### config.mk
export PLATFORM = sky130hd
export DESIGN_NAME = clock_network_selection
export DESIGN_NICKNAME = d
export VERILOG_FILES = /design/src/cns_pkg.sv /design/src/clock_network_selection.sv /design/src/cns_dyn_mux.sv
export SDC_FILE = /design/constraint.sdc
export NUM_CORES = 2
export LEC_CHECK = 0
export BUFFER_PORTS_ARGS = -buffer_cell sky130_fd_sc_hd__clkbuf_2
export CAP_MARGIN = 5
export CORE_AREA = 2 2 391 393
export DETAILED_ROUTE_END_ITERATION = 6
export DIE_AREA = 0 0 393 395
export GPL_ROUTABILITY_DRIVEN = 1
export GPL_TIMING_DRIVEN = 0
export PLACE_DENSITY = 0.53
export SLEW_MARGIN = 20
export SYNTH_ARGS = -nofsm -noshare
export SYNTH_HDL_FRONTEND = slang
export SYNTH_SLANG_ARGS = --single-unit
export TNS_END_PERCENT = 20
### constraint.sdc
create_clock -name clk -period 2 [get_ports clk]
set_input_delay 0 -clock clk [delete_from_list [all_inputs] [get_ports clk]]
set_output_delay 0 -clock clk [all_outputs]
set_load 0.02 [all_outputs]
### src/cns_pkg.sv
// constants and types shared by the clock network selection logic
// assumes all clock sources are sampled on the single system clock clk
package cns_pkg;

  // =====================================================================
  // global network and dynamic multiplexers
  localparam int NUM_DYN_MUX = 8;
  localparam int DYN_MUX_PER_SIDE = 2;
  localparam int DIE_SIDES = 4;
  localparam int DYN_INPUTS = 4;
  localparam int DEFAULT_INPUT = 0;
  localparam int NUM_GLOBAL = 32;
  localparam int GLOBAL_IDX_W = 5;
  localparam int SYNC_STAGES = 2;

  // =====================================================================
  // local networks of a core region
  localparam int LOCAL_LINES = 16;
  localparam int REMOTE_FABRIC = 16;
  localparam int REGIONAL_EDGE = 8;
  localparam int REGIONAL_OTHER = 4;
  localparam int REGION_ROWS = 80;
  localparam int LOCAL_ROWS = 40;
  localparam int LOCAL_NETS = 3;
  localparam int BLOCK_NET = 2;
  localparam int SRC_W = 6;
  localparam logic [5:0] SRC_REMOTE_BASE = 6'h20;
  localparam logic [5:0] SRC_REGIONAL_BASE = 6'h30;
  localparam logic [5:0] SRC_LOCAL_GEN = 6'h38;

  // =====================================================================
  // interface local regions
  localparam int TB_IF_CLOCKS = 16;
  localparam int TB_IF_GLOBAL = 14;
  localparam int TB_IF_FABRIC = 2;
  localparam int LR_IF_CLOCKS = 4;
  localparam int LR_IF_FABRIC_MAX = 2;
  localparam int KIND_W = 2;
  localparam logic [1:0] KIND_GLOBAL = 2'h0;
  localparam logic [1:0] KIND_REGIONAL = 2'h1;
  localparam logic [1:0] KIND_FABRIC = 2'h2;

  typedef enum logic [2:0] {
    CNS_RUN = 3'b001,
    CNS_DRAIN = 3'b010,
    CNS_ARM = 3'b100
  } cns_sw_state_t;

endpackage

### src/clock_network_selection.sv
// clock distribution and selection: dynamic muxes, global buffers with
// glitch-free gating, regional lines, core and interface local networks
// assumes every clock source is foreign to clk and is sampled here;
// selects, maps and clock enables come from fabric logic on clk
`timescale 1ns/100ps
module clock_network_selection #(
  parameter int DYN_INPUTS = cns_pkg::DYN_INPUTS,
  parameter int SEL_W = $clog2(cns_pkg::DYN_INPUTS),
  parameter bit REGION_IS_EDGE = 1'b0
) (
  input wire logic clk,
  input wire logic rstn,
  input wire logic [cns_pkg::NUM_DYN_MUX-1:0][DYN_INPUTS-1:0] dyn_src_in,
  input wire logic [cns_pkg::NUM_DYN_MUX-1:0] dyn_en,
  input wire logic [cns_pkg::NUM_DYN_MUX-1:0][SEL_W-1:0] dyn_sel,
  output logic [cns_pkg::NUM_DYN_MUX-1:0][SEL_W-1:0] dyn_active_sel,
  output logic [cns_pkg::NUM_DYN_MUX-1:0] dyn_busy,
  input wire logic [cns_pkg::NUM_GLOBAL-1:0] global_buffer_core_in,
  input wire logic [cns_pkg::NUM_GLOBAL-1:0] global_buffer_if_in,
  input wire logic [cns_pkg::NUM_GLOBAL-1:0] global_buffer_use_if,
  input wire logic [cns_pkg::NUM_GLOBAL-1:0] net_en,
  output logic [cns_pkg::NUM_GLOBAL-1:0] global_clock_line,
  input wire logic [cns_pkg::REGIONAL_EDGE-1:0][cns_pkg::GLOBAL_IDX_W-1:0] regional_map,
  output logic [cns_pkg::REGIONAL_EDGE-1:0] regional_line,
  input wire logic [cns_pkg::REMOTE_FABRIC-1:0] remote_fabric_in,
  input wire logic [cns_pkg::LOCAL_NETS-1:0] local_gen_in,
  input wire logic [cns_pkg::LOCAL_NETS-1:0][cns_pkg::LOCAL_LINES-1:0][cns_pkg::SRC_W-1:0] local_sel,
  output logic [cns_pkg::LOCAL_NETS-1:0][cns_pkg::LOCAL_LINES-1:0] local_line,
  input wire logic [3:0] cell_line_sel,
  input wire logic [cns_pkg::REGION_ROWS-1:0] cell_ce_in,
  output logic [cns_pkg::REGION_ROWS-1:0] cell_ce_out,
  output logic [cns_pkg::REGION_ROWS-1:0] cell_clk_out,
  input wire logic [cns_pkg::TB_IF_GLOBAL-1:0][cns_pkg::GLOBAL_IDX_W-1:0] tb_if_global_sel,
  input wire logic [cns_pkg::TB_IF_FABRIC-1:0] tb_if_fabric_in,
  output logic [cns_pkg::TB_IF_CLOCKS-1:0] tb_if_clk_out,
  input wire logic [cns_pkg::LR_IF_CLOCKS-1:0][cns_pkg::KIND_W-1:0] lr_slot_kind,
  input wire logic [cns_pkg::LR_IF_CLOCKS-1:0][cns_pkg::GLOBAL_IDX_W-1:0] lr_slot_idx,
  input wire logic [cns_pkg::LR_IF_FABRIC_MAX-1:0] lr_fabric_in,
  output logic [cns_pkg::LR_IF_CLOCKS-1:0] lr_if_clk_out,
  output logic lr_fabric_excess,
  input wire logic gpio_alt_in,
  output logic pll_ref_out
);
  import cns_pkg::*;

  localparam int REG_COUNT = REGION_IS_EDGE ? REGIONAL_EDGE : REGIONAL_OTHER;
  localparam int ASYNC_W = 2 * NUM_GLOBAL + REMOTE_FABRIC + LOCAL_NETS + TB_IF_FABRIC
                           + LR_IF_FABRIC_MAX + 1;
  localparam int OFS_IF = NUM_GLOBAL;
  localparam int OFS_REMOTE = 2 * NUM_GLOBAL;
  localparam int OFS_GEN = OFS_REMOTE + REMOTE_FABRIC;
  localparam int OFS_TB = OFS_GEN + LOCAL_NETS;
  localparam int OFS_LR = OFS_TB + TB_IF_FABRIC;
  localparam int OFS_ALT = OFS_LR + LR_IF_FABRIC_MAX;

  if (NUM_DYN_MUX != DYN_MUX_PER_SIDE * DIE_SIDES || NUM_DYN_MUX > NUM_GLOBAL) begin : g_bad_mux
    $error("clock_network_selection: dynamic mux count inconsistent");
  end
  if (TB_IF_GLOBAL + TB_IF_FABRIC != TB_IF_CLOCKS || LOCAL_NETS != BLOCK_NET + 1) begin : g_bad_if
    $error("clock_network_selection: interface region widths inconsistent");
  end

  // =====================================================================
  // decode helpers
  function automatic logic pick_local(input logic [SRC_W-1:0] code,
                                      input logic [NUM_GLOBAL-1:0] glob,
                                      input logic [REMOTE_FABRIC-1:0] remote,
                                      input logic [REGIONAL_EDGE-1:0] regional,
                                      input logic gen);
    logic r;
    r = 1'b0;
    if (code < SRC_REMOTE_BASE) begin
      r = glob[code[4:0]];
    end else if (code < SRC_REGIONAL_BASE) begin
      r = remote[code[3:0]];
    end else if (code < SRC_LOCAL_GEN) begin
      r = (int'(code[2:0]) < REG_COUNT) ? regional[code[2:0]] : 1'b0;
    end else if (code == SRC_LOCAL_GEN) begin
      r = gen;
    end
    return r;
  endfunction

  function automatic int row_to_net(input int row);
    return (row < LOCAL_ROWS) ? 0 : 1;
  endfunction

  // =====================================================================
  // sampling of foreign clock sources
  logic [ASYNC_W-1:0] async_in;
  logic [ASYNC_W-1:0] async_s1_reg;
  logic [ASYNC_W-1:0] async_s2_reg;

  assign async_in = {gpio_alt_in, lr_fabric_in, tb_if_fabric_in, local_gen_in,
                     remote_fabric_in, global_buffer_if_in, global_buffer_core_in};

  always_ff @(posedge clk or negedge rstn) begin
    if (!rstn) begin
      async_s1_reg <= '0;
      async_s2_reg <= '0;
    end else begin
      async_s1_reg <= async_in;
      async_s2_reg <= async_s1_reg;
    end
  end

  // =====================================================================
  // dynamic muxes, two per side, feeding the lowest global lines
  logic [NUM_DYN_MUX-1:0] dyn_out;

  for (genvar m = 0; m < NUM_DYN_MUX; m++) begin : g_dyn
    cns_dyn_mux #(
      .NUM_IN(DYN_INPUTS),
      .SEL_W(SEL_W)
    ) u_mux (
      .clk(clk),
      .rstn(rstn),
      .src_in(dyn_src_in[m]),
      .en(dyn_en[m]),
      .sel(dyn_sel[m]),
      .clk_out(dyn_out[m]),
      .active_sel(dyn_active_sel[m]),
      .busy(dyn_busy[m])
    );
  end

  // =====================================================================
  // global buffers with per-network glitch-free enable
  logic [NUM_GLOBAL-1:0] gsrc_raw;
  logic [NUM_GLOBAL-1:0] gate_en_reg;
  logic [NUM_GLOBAL-1:0] global_reg;

  for (genvar g = 0; g < NUM_GLOBAL; g++) begin : g_global_buffer
    if (g < NUM_DYN_MUX) begin : g_from_mux
      assign gsrc_raw[g] = dyn_out[g];
    end else begin : g_from_src
      assign gsrc_raw[g] = global_buffer_use_if[g] ? async_s2_reg[OFS_IF + g]
                                                   : async_s2_reg[g];
    end

    // enable only moves while the source is low, so no runt edge escapes
    always_ff @(posedge clk or negedge rstn) begin
      if (!rstn) begin
        gate_en_reg[g] <= 1'b0;
      end else if (!gsrc_raw[g]) begin
        gate_en_reg[g] <= net_en[g];
      end
    end

    always_ff @(posedge clk or negedge rstn) begin
      if (!rstn) begin
        global_reg[g] <= 1'b0;
      end else begin
        global_reg[g] <= gsrc_raw[g] & gate_en_reg[g];
      end
    end

    a_gate_when_low: assert property (@(posedge clk) disable iff (!rstn)
      (gate_en_reg[g] != $past(gate_en_reg[g])) |-> !$past(gsrc_raw[g]))
      else $error("network enable changed during a high phase");
  end

  assign global_clock_line = global_reg;

  // =====================================================================
  // regional lines driven from the global buffers
  logic [REGIONAL_EDGE-1:0] regional_reg;

  for (genvar k = 0; k < REGIONAL_EDGE; k++) begin : g_regional
    always_ff @(posedge clk or negedge rstn) begin
      if (!rstn) begin
        regional_reg[k] <= 1'b0;
      end else if (k < REG_COUNT) begin
        regional_reg[k] <= gsrc_raw[regional_map[k]] & gate_en_reg[regional_map[k]];
      end else begin
        regional_reg[k] <= 1'b0;
      end
    end
  end

  assign regional_line = regional_reg;

  a_regional_cap: assert property (@(posedge clk) disable iff (!rstn)
    (regional_reg >> REG_COUNT) == '0)
    else $error("regional line beyond region allowance is active");

  // =====================================================================
  // core local networks: two half-column nets and one block net
  logic [LOCAL_NETS-1:0][LOCAL_LINES-1:0] local_reg;

  for (genvar n = 0; n < LOCAL_NETS; n++) begin : g_net
    for (genvar l = 0; l < LOCAL_LINES; l++) begin : g_line
      always_ff @(posedge clk or negedge rstn) begin
        if (!rstn) begin
          local_reg[n][l] <= 1'b0;
        end else begin
          local_reg[n][l] <= pick_local(local_sel[n][l], global_reg,
                                        async_s2_reg[OFS_REMOTE +: REMOTE_FABRIC],
                                        regional_reg, async_s2_reg[OFS_GEN + n]);
        end
      end
    end
  end

  assign local_line = local_reg;

  // =====================================================================
  // per-cell clock enable and clock from its half-column network
  logic [REGION_ROWS-1:0] cell_ce_reg;
  logic [REGION_ROWS-1:0] cell_clk_reg;

  for (genvar r = 0; r < REGION_ROWS; r++) begin : g_cell
    always_ff @(posedge clk or negedge rstn) begin
      if (!rstn) begin
        cell_ce_reg[r] <= 1'b0;
        cell_clk_reg[r] <= 1'b0;
      end else begin
        cell_ce_reg[r] <= cell_ce_in[r];
        cell_clk_reg[r] <= local_reg[row_to_net(r)][cell_line_sel];
      end
    end

    a_cell_net: assert property (@(posedge clk) disable iff (!rstn)
      ##1 cell_clk_reg[r] == $past(local_reg[row_to_net(r)][cell_line_sel]))
      else $error("cell clock taken from wrong half-column network");
  end

  assign cell_ce_out = cell_ce_reg;
  assign cell_clk_out = cell_clk_reg;

  a_cell_ce: assert property (@(posedge clk) disable iff (!rstn)
    $rose(cell_ce_in[0]) |=> cell_ce_reg[0] ##1 (cell_ce_reg[0] == $past(cell_ce_in[0])))
    else $error("cell clock enable not passed through");

  // =====================================================================
  // top/bottom interface region: 14 global plus 2 fabric clocks
  logic [TB_IF_CLOCKS-1:0] tb_reg;

  // split at elaboration so no slot indexes past the select array
  for (genvar t = 0; t < TB_IF_CLOCKS; t++) begin : g_tb
    if (t < TB_IF_GLOBAL) begin : g_glob
      always_ff @(posedge clk or negedge rstn) begin
        if (!rstn) begin
          tb_reg[t] <= 1'b0;
        end else begin
          tb_reg[t] <= global_reg[tb_if_global_sel[t]];
        end
      end
    end else begin : g_fab
      always_ff @(posedge clk or negedge rstn) begin
        if (!rstn) begin
          tb_reg[t] <= 1'b0;
        end else begin
          tb_reg[t] <= async_s2_reg[OFS_TB + t - TB_IF_GLOBAL];
        end
      end
    end
  end

  assign tb_if_clk_out = tb_reg;

  // =====================================================================
  // left/right interface region: 4 clocks, fabric slots capped
  logic [LR_IF_CLOCKS-1:0] lr_allow;
  logic [LR_IF_CLOCKS-1:0] lr_reg;
  logic lr_excess_reg;
  logic [2:0] lr_fab_used;
  logic [2:0] lr_fab_asked;

  // fabric slots past the cap read low rather than steal a global slot
  always_comb begin
    lr_fab_used = 3'h0;
    lr_fab_asked = 3'h0;
    for (int s = 0; s < LR_IF_CLOCKS; s++) begin
      lr_allow[s] = 1'b1;
      if (lr_slot_kind[s] == KIND_FABRIC) begin
        lr_fab_asked = lr_fab_asked + 3'h1;
        if (int'(lr_fab_used) < LR_IF_FABRIC_MAX) begin
          lr_fab_used = lr_fab_used + 3'h1;
        end else begin
          lr_allow[s] = 1'b0;
        end
      end
    end
  end

  for (genvar s = 0; s < LR_IF_CLOCKS; s++) begin : g_lr
    always_ff @(posedge clk or negedge rstn) begin
      if (!rstn) begin
        lr_reg[s] <= 1'b0;
      end else begin
        case (lr_slot_kind[s])
          KIND_GLOBAL: lr_reg[s] <= global_reg[lr_slot_idx[s]];
          KIND_REGIONAL: lr_reg[s] <= regional_reg[lr_slot_idx[s][2:0]];
          KIND_FABRIC: lr_reg[s] <= lr_allow[s] & async_s2_reg[OFS_LR + lr_slot_idx[s][0]];
          default: lr_reg[s] <= 1'b0;
        endcase
      end
    end
  end

  always_ff @(posedge clk or negedge rstn) begin
    if (!rstn) begin
      lr_excess_reg <= 1'b0;
    end else begin
      lr_excess_reg <= (int'(lr_fab_asked) > LR_IF_FABRIC_MAX);
    end
  end

  assign lr_if_clk_out = lr_reg;
  assign lr_fabric_excess = lr_excess_reg;

  a_lr_fabric_cap: assert property (@(posedge clk) disable iff (!rstn)
    (int'(lr_fab_asked) > LR_IF_FABRIC_MAX) |-> (int'(lr_fab_used) == LR_IF_FABRIC_MAX)
    ##1 lr_excess_reg)
    else $error("left/right region accepted too many fabric clocks");

  // =====================================================================
  // alternate-mode pin straight to the neighbouring interface block
  logic pll_ref_reg;

  always_ff @(posedge clk or negedge rstn) begin
    if (!rstn) begin
      pll_ref_reg <= 1'b0;
    end else begin
      pll_ref_reg <= async_s2_reg[OFS_ALT];
    end
  end

  assign pll_ref_out = pll_ref_reg;

  a_alt_pass: assert property (@(posedge clk) disable iff (!rstn)
    $rose(async_s2_reg[OFS_ALT]) |=> pll_ref_reg ##1 (pll_ref_reg == $past(async_s2_reg[OFS_ALT])))
    else $error("alternate pin not forwarded to reference output");

endmodule

### src/cns_dyn_mux.sv
// one run-time switchable clock multiplexer with glitch-free changeover
// assumes sel and en come from logic on clk; src_in are foreign clocks
`timescale 1ns/100ps
module cns_dyn_mux #(
  parameter int NUM_IN = cns_pkg::DYN_INPUTS,
  parameter int SEL_W = $clog2(cns_pkg::DYN_INPUTS)
) (
  input wire logic clk,
  input wire logic rstn,
  input wire logic [NUM_IN-1:0] src_in,
  input wire logic en,
  input wire logic [SEL_W-1:0] sel,
  output logic clk_out,
  output logic [SEL_W-1:0] active_sel,
  output logic busy
);
  import cns_pkg::*;

  if (NUM_IN < 2 || (1 << SEL_W) < NUM_IN) begin : g_bad_param
    $error("cns_dyn_mux: select too narrow for input count");
  end

  // =====================================================================
  // input sampling
  logic [NUM_IN-1:0] src_s1_reg;
  logic [NUM_IN-1:0] src_s2_reg;
  cns_sw_state_t state_reg;
  logic [SEL_W-1:0] active_reg;
  logic [SEL_W-1:0] target_reg;
  logic [SEL_W-1:0] req;
  logic clk_out_reg;

  always_ff @(posedge clk or negedge rstn) begin
    if (!rstn) begin
      src_s1_reg <= '0;
      src_s2_reg <= '0;
    end else begin
      src_s1_reg <= src_in;
      src_s2_reg <= src_s1_reg;
    end
  end

  // =====================================================================
  // request: disabled mux stays on the default input
  always_comb begin
    req = active_reg;
    if (!en) begin
      req = SEL_W'(DEFAULT_INPUT);
    end else if (int'(sel) < NUM_IN) begin
      req = sel;
    end
  end

  // =====================================================================
  // changeover: drop old clock at its low phase, take new one at its low
  // phase; a clock stopped high on either side stalls the switch here
  always_ff @(posedge clk or negedge rstn) begin
    if (!rstn) begin
      state_reg <= CNS_RUN;
    end else begin
      case (state_reg)
        CNS_RUN: begin
          if (req != active_reg) state_reg <= CNS_DRAIN;
        end
        CNS_DRAIN: begin
          if (!src_s2_reg[active_reg]) state_reg <= CNS_ARM;
        end
        CNS_ARM: begin
          if (!src_s2_reg[target_reg]) state_reg <= CNS_RUN;
        end
        default: state_reg <= CNS_RUN;
      endcase
    end
  end

  always_ff @(posedge clk or negedge rstn) begin
    if (!rstn) begin
      target_reg <= SEL_W'(DEFAULT_INPUT);
    end else if (state_reg == CNS_RUN && req != active_reg) begin
      target_reg <= req;
    end
  end

  always_ff @(posedge clk or negedge rstn) begin
    if (!rstn) begin
      active_reg <= SEL_W'(DEFAULT_INPUT);
    end else if (state_reg == CNS_ARM && !src_s2_reg[target_reg]) begin
      active_reg <= target_reg;
    end
  end

  always_ff @(posedge clk or negedge rstn) begin
    if (!rstn) begin
      clk_out_reg <= 1'b0;
    end else if (state_reg == CNS_ARM) begin
      clk_out_reg <= 1'b0;
    end else begin
      clk_out_reg <= src_s2_reg[active_reg];
    end
  end

  assign clk_out = clk_out_reg;
  assign active_sel = active_reg;
  assign busy = (state_reg != CNS_RUN);

  // =====================================================================
  // checks
  a_drain_waits_low: assert property (@(posedge clk) disable iff (!rstn)
    (state_reg == CNS_DRAIN && src_s2_reg[active_reg]) |=> state_reg == CNS_DRAIN)
    else $error("switch left old clock during its high phase");
  a_arm_holds_low: assert property (@(posedge clk) disable iff (!rstn)
    (state_reg == CNS_ARM) |=> !clk_out_reg)
    else $error("output not held low while arming new clock");
  a_route_active: assert property (@(posedge clk) disable iff (!rstn)
    (state_reg == CNS_RUN) |=> clk_out_reg == $past(src_s2_reg[active_reg]))
    else $error("output does not follow the active input");
  a_default_input: assert property (@(posedge clk) disable iff (!rstn)
    (!en && state_reg == CNS_RUN && active_reg != SEL_W'(DEFAULT_INPUT))
    |=> state_reg == CNS_DRAIN ##1 target_reg == SEL_W'(DEFAULT_INPUT))
    else $error("disabled mux did not return to input 0");

endmodule

=== Word-level counts from Yosys, hierarchy flattened ===
Index checks and enable logic that the tools add are counted.

* Add/sub/neg operators: 8
* $lt $le $gt $ge: 387
* Eq/ne operators: 120
* Mux-type cells: 722
* Bitwise operators: 39
* Reduce and logical (&&, ||, !) cells: 36

{| class="wikitable"
|+ Operators with widths
! kind !! count
|-
| $lt 6x6->1 const B || 144
|-
| $mux 1 || 475
|-
| $lt 5x6->1 const B || 70
|-
| $bmux 1 s5 || 74
|-
| $eq 6x6->1 const B || 48
|-
| $lt 4x5->1 const B || 49
|-
| $lt 3x4->1 const B || 52
|-
| $bmux 1 s4 || 50
|-
| $bmux 1 s3 || 52
|-
| $lt 3x3->1 const B || 48
|-
| $mux 3 || 31
|-
| $pmux 3 s3 || 8
|-
| $lt 2x3->1 const B || 16
|-
| $and 1x1->1 || 39
|-
| $add 7x1->8 const A || 4
|-
| $bmux 1 s2 || 16
|-
| $lt 8x8->1 const B || 4
|-
| $ne 2x2->1 const B || 16
|-
| $bmux 1 s7 || 4
|-
| $eq 3x1->1 const B || 8
|-
| $eq 3x2->1 const B || 8
|-
| $eq 3x3->1 const B || 8
|-
| $ne 3x1->1 const B || 8
|-
| $reduce_and 3->1 || 8
|-
| other kinds (14) || 72
|}

* Bits in registers: 524
* Output and inout bits: 294

=== Depth between registers and ports, before layout ===
* Depth after elaboration: 13
* Gate-level depth with buffers: 8
* Gate-level depth less buffers: 8

=== Hierarchy ===
A second synthesis with hierarchy kept.

* Cell total of the unflattened synthesis: 3,315
* Area total of the unflattened synthesis: 45,703.8 µm²

{| class="wikitable"
|+ Modules (own cells, without submodules)
! module !! instances !! cells an instance !! area an instance (µm²)
|-
| clock_network_selection || 1 || 2,892 || 40,116.0
|-
| cns_dyn_mux at g_dyn[1].u_mux ... || 7 || 54 || 705.7
|-
| cns_dyn_mux at g_dyn[0].u_mux || 1 || 45 || 648.1
|}

=== Worst setup path after synthesis ===
OpenSTA, ideal clock, no wires.

* Kind: register -> register
* From: register global_reg[19], in the netlist global_clock_line[19]
* To: register tb_reg[0], in the netlist tb_if_clk_out[0]
* Library setup time: 125 ps
* Data arrival time: 1,956 ps
* Path slack: -80 ps
* Stages on the path, launching flop included: 6
* Path buffers: 2
* Period minus slack after synthesis: 2,080 ps
* Cells stage by stage: dfrtp_1 > buf_4 > clkbuf_1 > mux4_2 > mux4_2 > mux2_2

* Word-level cells in the longest chain between the ends: 2

{| class="wikitable"
|+ RTL lines
! what !! RTL line !! text
|-
| from (decl) || clock_network_selection.sv:131 || <nowiki>logic [NUM_GLOBAL-1:0] global_reg;</nowiki>
|-
| from (signal, indexed assignment) || clock_network_selection.sv:154 || <nowiki>global_reg[g] <= gsrc_raw[g] & gate_en_reg[g];</nowiki>
|-
| $bmux 1 s5 || clock_network_selection.sv:246 || <nowiki>tb_reg[t] <= global_reg[tb_if_global_sel[t]];</nowiki>
|-
| $mux 1 (implied by the code) || clock_network_selection.sv:246 ||
|-
| to (signal, indexed assignment) || clock_network_selection.sv:246 ||
|-
| to (decl) || clock_network_selection.sv:237 || <nowiki>logic [TB_IF_CLOCKS-1:0] tb_reg;</nowiki>
|}

Every way passes these cells. The select of a mux whose other input is x is not followed.
A chain may end at the register's enable or synchronous reset.

=== Final worst setup path ===
* From: register global_reg[27], in the netlist global_clock_line[27]
* To: register tb_reg[0], in the netlist tb_if_clk_out[0]

Same word-level chain as after synthesis.

==> qor.txt <==
RUN STATUS
-------------------------------------------------------------------------------------
Outcome ................................................................ complete, but fails checks
Violations in the final reports ........................................ design-rule violations, negative setup slack

PLACE
-------------------------------------------------------------------------------------
Worst slack, placed ....................................................     -1.58 ns
Placement Cell Area ....................................................   51,900 um2
Placed wire-length estimate after detailed placement ...................   161,000 um
Port Buffer Count ......................................................          821
Last weighted congestion value of the routability-driven placer ........        0.960

CLOCK TREE
-------------------------------------------------------------------------------------
Worst skew pair latency ................................................      0.71 ns
CTS tree ...............................................................        built
Worst-case clock buffer depth ..........................................            3
Root Buffer ............................................................ sky130_fd_sc_hd__clkbuf_16
Clock-pin transition on the worst setup and hold timing paths ..........      0.07 ns
Clock sinks ............................................................          492
Number of H-tree levels ................................................            2
Number of CTS-inserted buffers .........................................           58

TIMING
-------------------------------------------------------------------------------------
Worst slew pin tran ....................................................     0.843 ns
Final count of pins violating max slew .................................            0
Unrepaired setup endpoints after global routing ........................         true
Worst rel slew slack ...................................................        0.438
Achievable Freq ........................................................      425 MHz
Setup-failing EPs final ................................................           70
Tmin final .............................................................      2.35 ns
Part of the cycle the worst path needs .................................         1.18
Largest clock skew in the final design .................................    0.0526 ns
Final WS setup .........................................................    -0.351 ns
Fin. Hold Viols ........................................................            0

GRT
-------------------------------------------------------------------------------------
Antenna violations before repair .......................................           71
Sum of overflow across all layers after global routing .................            0
Global-route wire length before repair .................................   314,000 um
Pin count of the biggest net entering global routing ...................           82
Global routing usage summed across all routing layers ..................        0.280
Vias in the first global route .........................................       43,500

LOGIC SYNTHESIS
-------------------------------------------------------------------------------------
Number of register bits inferred by synthesis ..........................          492
Post-synthesis area per instance .......................................     13.1 um2
Synth Instances ........................................................        3,410
Number of unique standard cell types used by synthesis .................           56
Number of flops mapped to enable cells by yosys ........................            0
Top cell type's share of synthesized area ..............................        0.425
Yosys top cell by area ................................................. sky130_fd_sc_hd__mux4_2
Share of synthesized area occupied by flip-flops and latches ...........        0.275
Post-synthesis cell area ...............................................   44,800 um2
Top FF cell, synth ..................................................... sky130_fd_sc_hd__dfrtp_1
Yosys warning total ....................................................            0
Cell types with the largest area share after synthesis ................. sky130_fd_sc_hd__mux4_2, sky130_fd_sc_hd__dfrtp_1, sky130_fd_sc_hd__mux2i_1
Synth async-reset ratio ................................................         1.00
Library cell with the highest instance count after synthesis ........... sky130_fd_sc_hd__mux4_2
Most frequent cells after synthesis .................................... sky130_fd_sc_hd__mux4_2, sky130_fd_sc_hd__dfrtp_1, sky130_fd_sc_hd__mux2i_1

WORST HOLD PATH
-------------------------------------------------------------------------------------
Class of the most critical hold timing path ............................    in -> reg

CRITICAL PATH
-------------------------------------------------------------------------------------
Critical Path Source Type ..............................................     register
Kind of critical path ..................................................   reg -> reg
Max stage delay cell, worst path ....................................... sky130_fd_sc_hd__dfrtp_4
Delay of the slowest cell on the worst path ............................      0.58 ns
Critical path data required time .......................................      2.56 ns
Data arrival time of the worst path ....................................      2.91 ns
Family of cells with the greatest summed delay on the critical path .... multiplexers
Critical Path End Type .................................................     register
Buf/Inv on CP ..........................................................            2
Largest fanout of any net on the critical path .........................           10
CP Cell Sequence ....................................................... buf_12, buf_12, mux4_2, mux4_2, mux2_4

PWR
-------------------------------------------------------------------------------------
Proportion of power drawn by flip-flops and latches ....................        0.260
Ratio of total power to cell area ......................................   749 nW/um2
Overall power consumption ..............................................      49.4 mW
Sw Pwr .................................................................      19.0 mW
Maximum VDD drop .......................................................   0.000810 V
Share of total power in the clock network ..............................        0.243
Leakage power total ....................................................      27.8 nW
Internal portion of total power ........................................      30.5 mW
Fraction of power spent switching nets .................................        0.383
Gate power share .......................................................        0.497

DIE
-------------------------------------------------------------------------------------
Die extent in x ........................................................       393 um
Height of the die ......................................................       395 um
Area enclosed by the die boundary ......................................  155,000 um2
Core region area .......................................................  151,000 um2
Core Rows ..............................................................          143
Initial Util ...........................................................        0.296
Ports ..................................................................        1,014

DETAILED ROUTING
-------------------------------------------------------------------------------------
Vias ...................................................................       42,600
Number of remaining DRC errors .........................................            2
Final antenna-violating net count ......................................            0
Wire per inst ..........................................................      30.6 um
Detailed-router iteration count before antenna repair ..................            7
Via-to-Cell Ratio ......................................................         5.80
Wirelength, routed .....................................................   225,000 um
Count of routing violations after the opening detailed-route iteration .        4,628

LAYOUT
-------------------------------------------------------------------------------------
End-of-flow core utilization ...........................................        0.437
Layout cells sized above 1 .............................................        0.506
Final instance area ....................................................   66,000 um2
Total of fill cells in the finished design .............................       13,800
Nets ...................................................................        5,914
Area delta synth->final ................................................        47.6%
Max FFs per register ...................................................           80

RUN
-------------------------------------------------------------------------------------
Max-cap violations .....................................................            0

## cells in the final DEF, fill, tap and decap left out, types with 18 or more instances in the layout
master,n
sky130_fd_sc_hd__a211oi_1,22
sky130_fd_sc_hd__a211oi_2,33
sky130_fd_sc_hd__a21oi_1,70
sky130_fd_sc_hd__a31oi_1,18
sky130_fd_sc_hd__buf_12,39
sky130_fd_sc_hd__buf_2,134
sky130_fd_sc_hd__buf_4,220
sky130_fd_sc_hd__buf_6,21
sky130_fd_sc_hd__buf_8,26
sky130_fd_sc_hd__clkbuf_1,98
sky130_fd_sc_hd__clkbuf_16,86
sky130_fd_sc_hd__clkbuf_2,884
sky130_fd_sc_hd__clkbuf_4,51
sky130_fd_sc_hd__clkbuf_8,97
sky130_fd_sc_hd__dfrtp_1,433
sky130_fd_sc_hd__dfrtp_2,37
sky130_fd_sc_hd__diode_2,68
sky130_fd_sc_hd__dlygate4sd3_1,781
sky130_fd_sc_hd__inv_1,57
sky130_fd_sc_hd__mux2_2,22
sky130_fd_sc_hd__mux2i_1,386
sky130_fd_sc_hd__mux2i_2,18
sky130_fd_sc_hd__mux4_2,844
sky130_fd_sc_hd__nand2_1,109
sky130_fd_sc_hd__nand2b_1,26
sky130_fd_sc_hd__nand3b_1,30
sky130_fd_sc_hd__nor2_1,86
sky130_fd_sc_hd__nor2b_1,73
sky130_fd_sc_hd__nor3_1,105
sky130_fd_sc_hd__nor3b_1,55
sky130_fd_sc_hd__nor4bb_1,45
sky130_fd_sc_hd__o21ai_0,47
sky130_fd_sc_hd__o31ai_1,46
## timing repair
action	4_1_cts	5_1_grt
gates resized for setup	702	209
setup endpoints to repair	153	91
gates cloned	10	4
setup buffers	64	35
hold endpoints to repair	539	1
pin swaps	40	18
hold buffers	781	3
## cell type report
type                    instances  area (um2)  share of cell area
multi-input cells            2198       29700               0.449
diodes                         68         170             0.00258
inverters                      59         221             0.00335
repair buffers               1725       13400               0.203
well taps                    2030        2540              0.0385
clock inverters                28         498             0.00754
plain buffers                 659        5470              0.0828
flip-flops and latches        492       12400               0.188
clock buffers                  79        1630              0.0247
## kinds of logic (layout without fill, tap and decap cells)
group	after synthesis	in the layout	share of synthesized area
AO/OA/AOI/OAI	310	310	0.0446
XOR/XNOR	10	10	0.00196
adder cells (fa/ha/maj)	1	1	0.000280
buffers and inverters	723	2550	0.0766
flip-flops	492	492	0.275
multiplexers	1293	1293	0.527
other	1	72	0.0000838
AND/OR/NAND/NOR	580	580	0.0745
## metal layers
| layer | up-vias | part of all wire | track usage |
|---|---|---|---|
| met4 | 18 | 0.062 | 0.155 |
| met2 | 2981 | 0.48 | 0.458 |
| met1 | 21800 | 0.35 | 0.338 |
| met5 | - | 0.00053 | 0 |
| met3 | 627 | 0.11 | 0.0696 |
| li1 | 17100 | - | - |
## stage by stage
| stage | hold WS [ns] | std cells | setup TNS, ns |
|---|---|---|---|
| 5_1_grt | 0.0382 | 7309 | -15.96 |
| 3_3_place_gp | 0.108 | 6264 | -5477.95 |
| 6_report | 0.0302 | 7338 | -12.65 |
| 2_1_floorplan | -0.296 | 3413 | -0.276 |
| 3_5_place_dp | -0.0168 | 6271 | -67.80 |
| 4_1_cts | -0.442 | 7228 | -12.23 |
## power groups by stage
| stage | clock network (mW) | logic, mW | registers, mW |
|---|---|---|---|
| after floorplan | 0 | 12.3 | 13.0 |
| after global placement | 0 | 19.8 | 13.1 |
| after detailed placement | 0 | 20.1 | 13.1 |
| after CTS | 12.3 | 23.4 | 12.8 |
| after global routing | 12.7 | 25.5 | 13.0 |
| final | 12.0 | 24.6 | 12.8 |
## tightest hold or removal path: cells and delay by family
kind,cells,cell delay [ns]
buf+inv,2,0.62
mux,1,0.06
## path summary, 6_finish.rpt
| path | from | to | slack [ns] | depth (start not counted) |
|---|---|---|---|---|
| setup / recovery | global_clock_line[27] | tb_if_clk_out[0] | -0.35 | 5 |
| hold / removal | local_sel[143] | local_line[23] | 0.03 | 3 |
| setup reg to reg | global_clock_line[27] | tb_if_clk_out[0] | -0.35 | 5 |
| hold reg to reg | async_s1_reg[53] | async_s2_reg[53] | 0.30 | 0 |
| max in group asynchronous | rstn | async_s2_reg[78] | 0.23 | 6 |
| min in group asynchronous | rstn | g_dyn[6].u_mux.state_reg[0] | 0.46 | 3 |
Note: power is estimated with default switching activity, not from simulation.
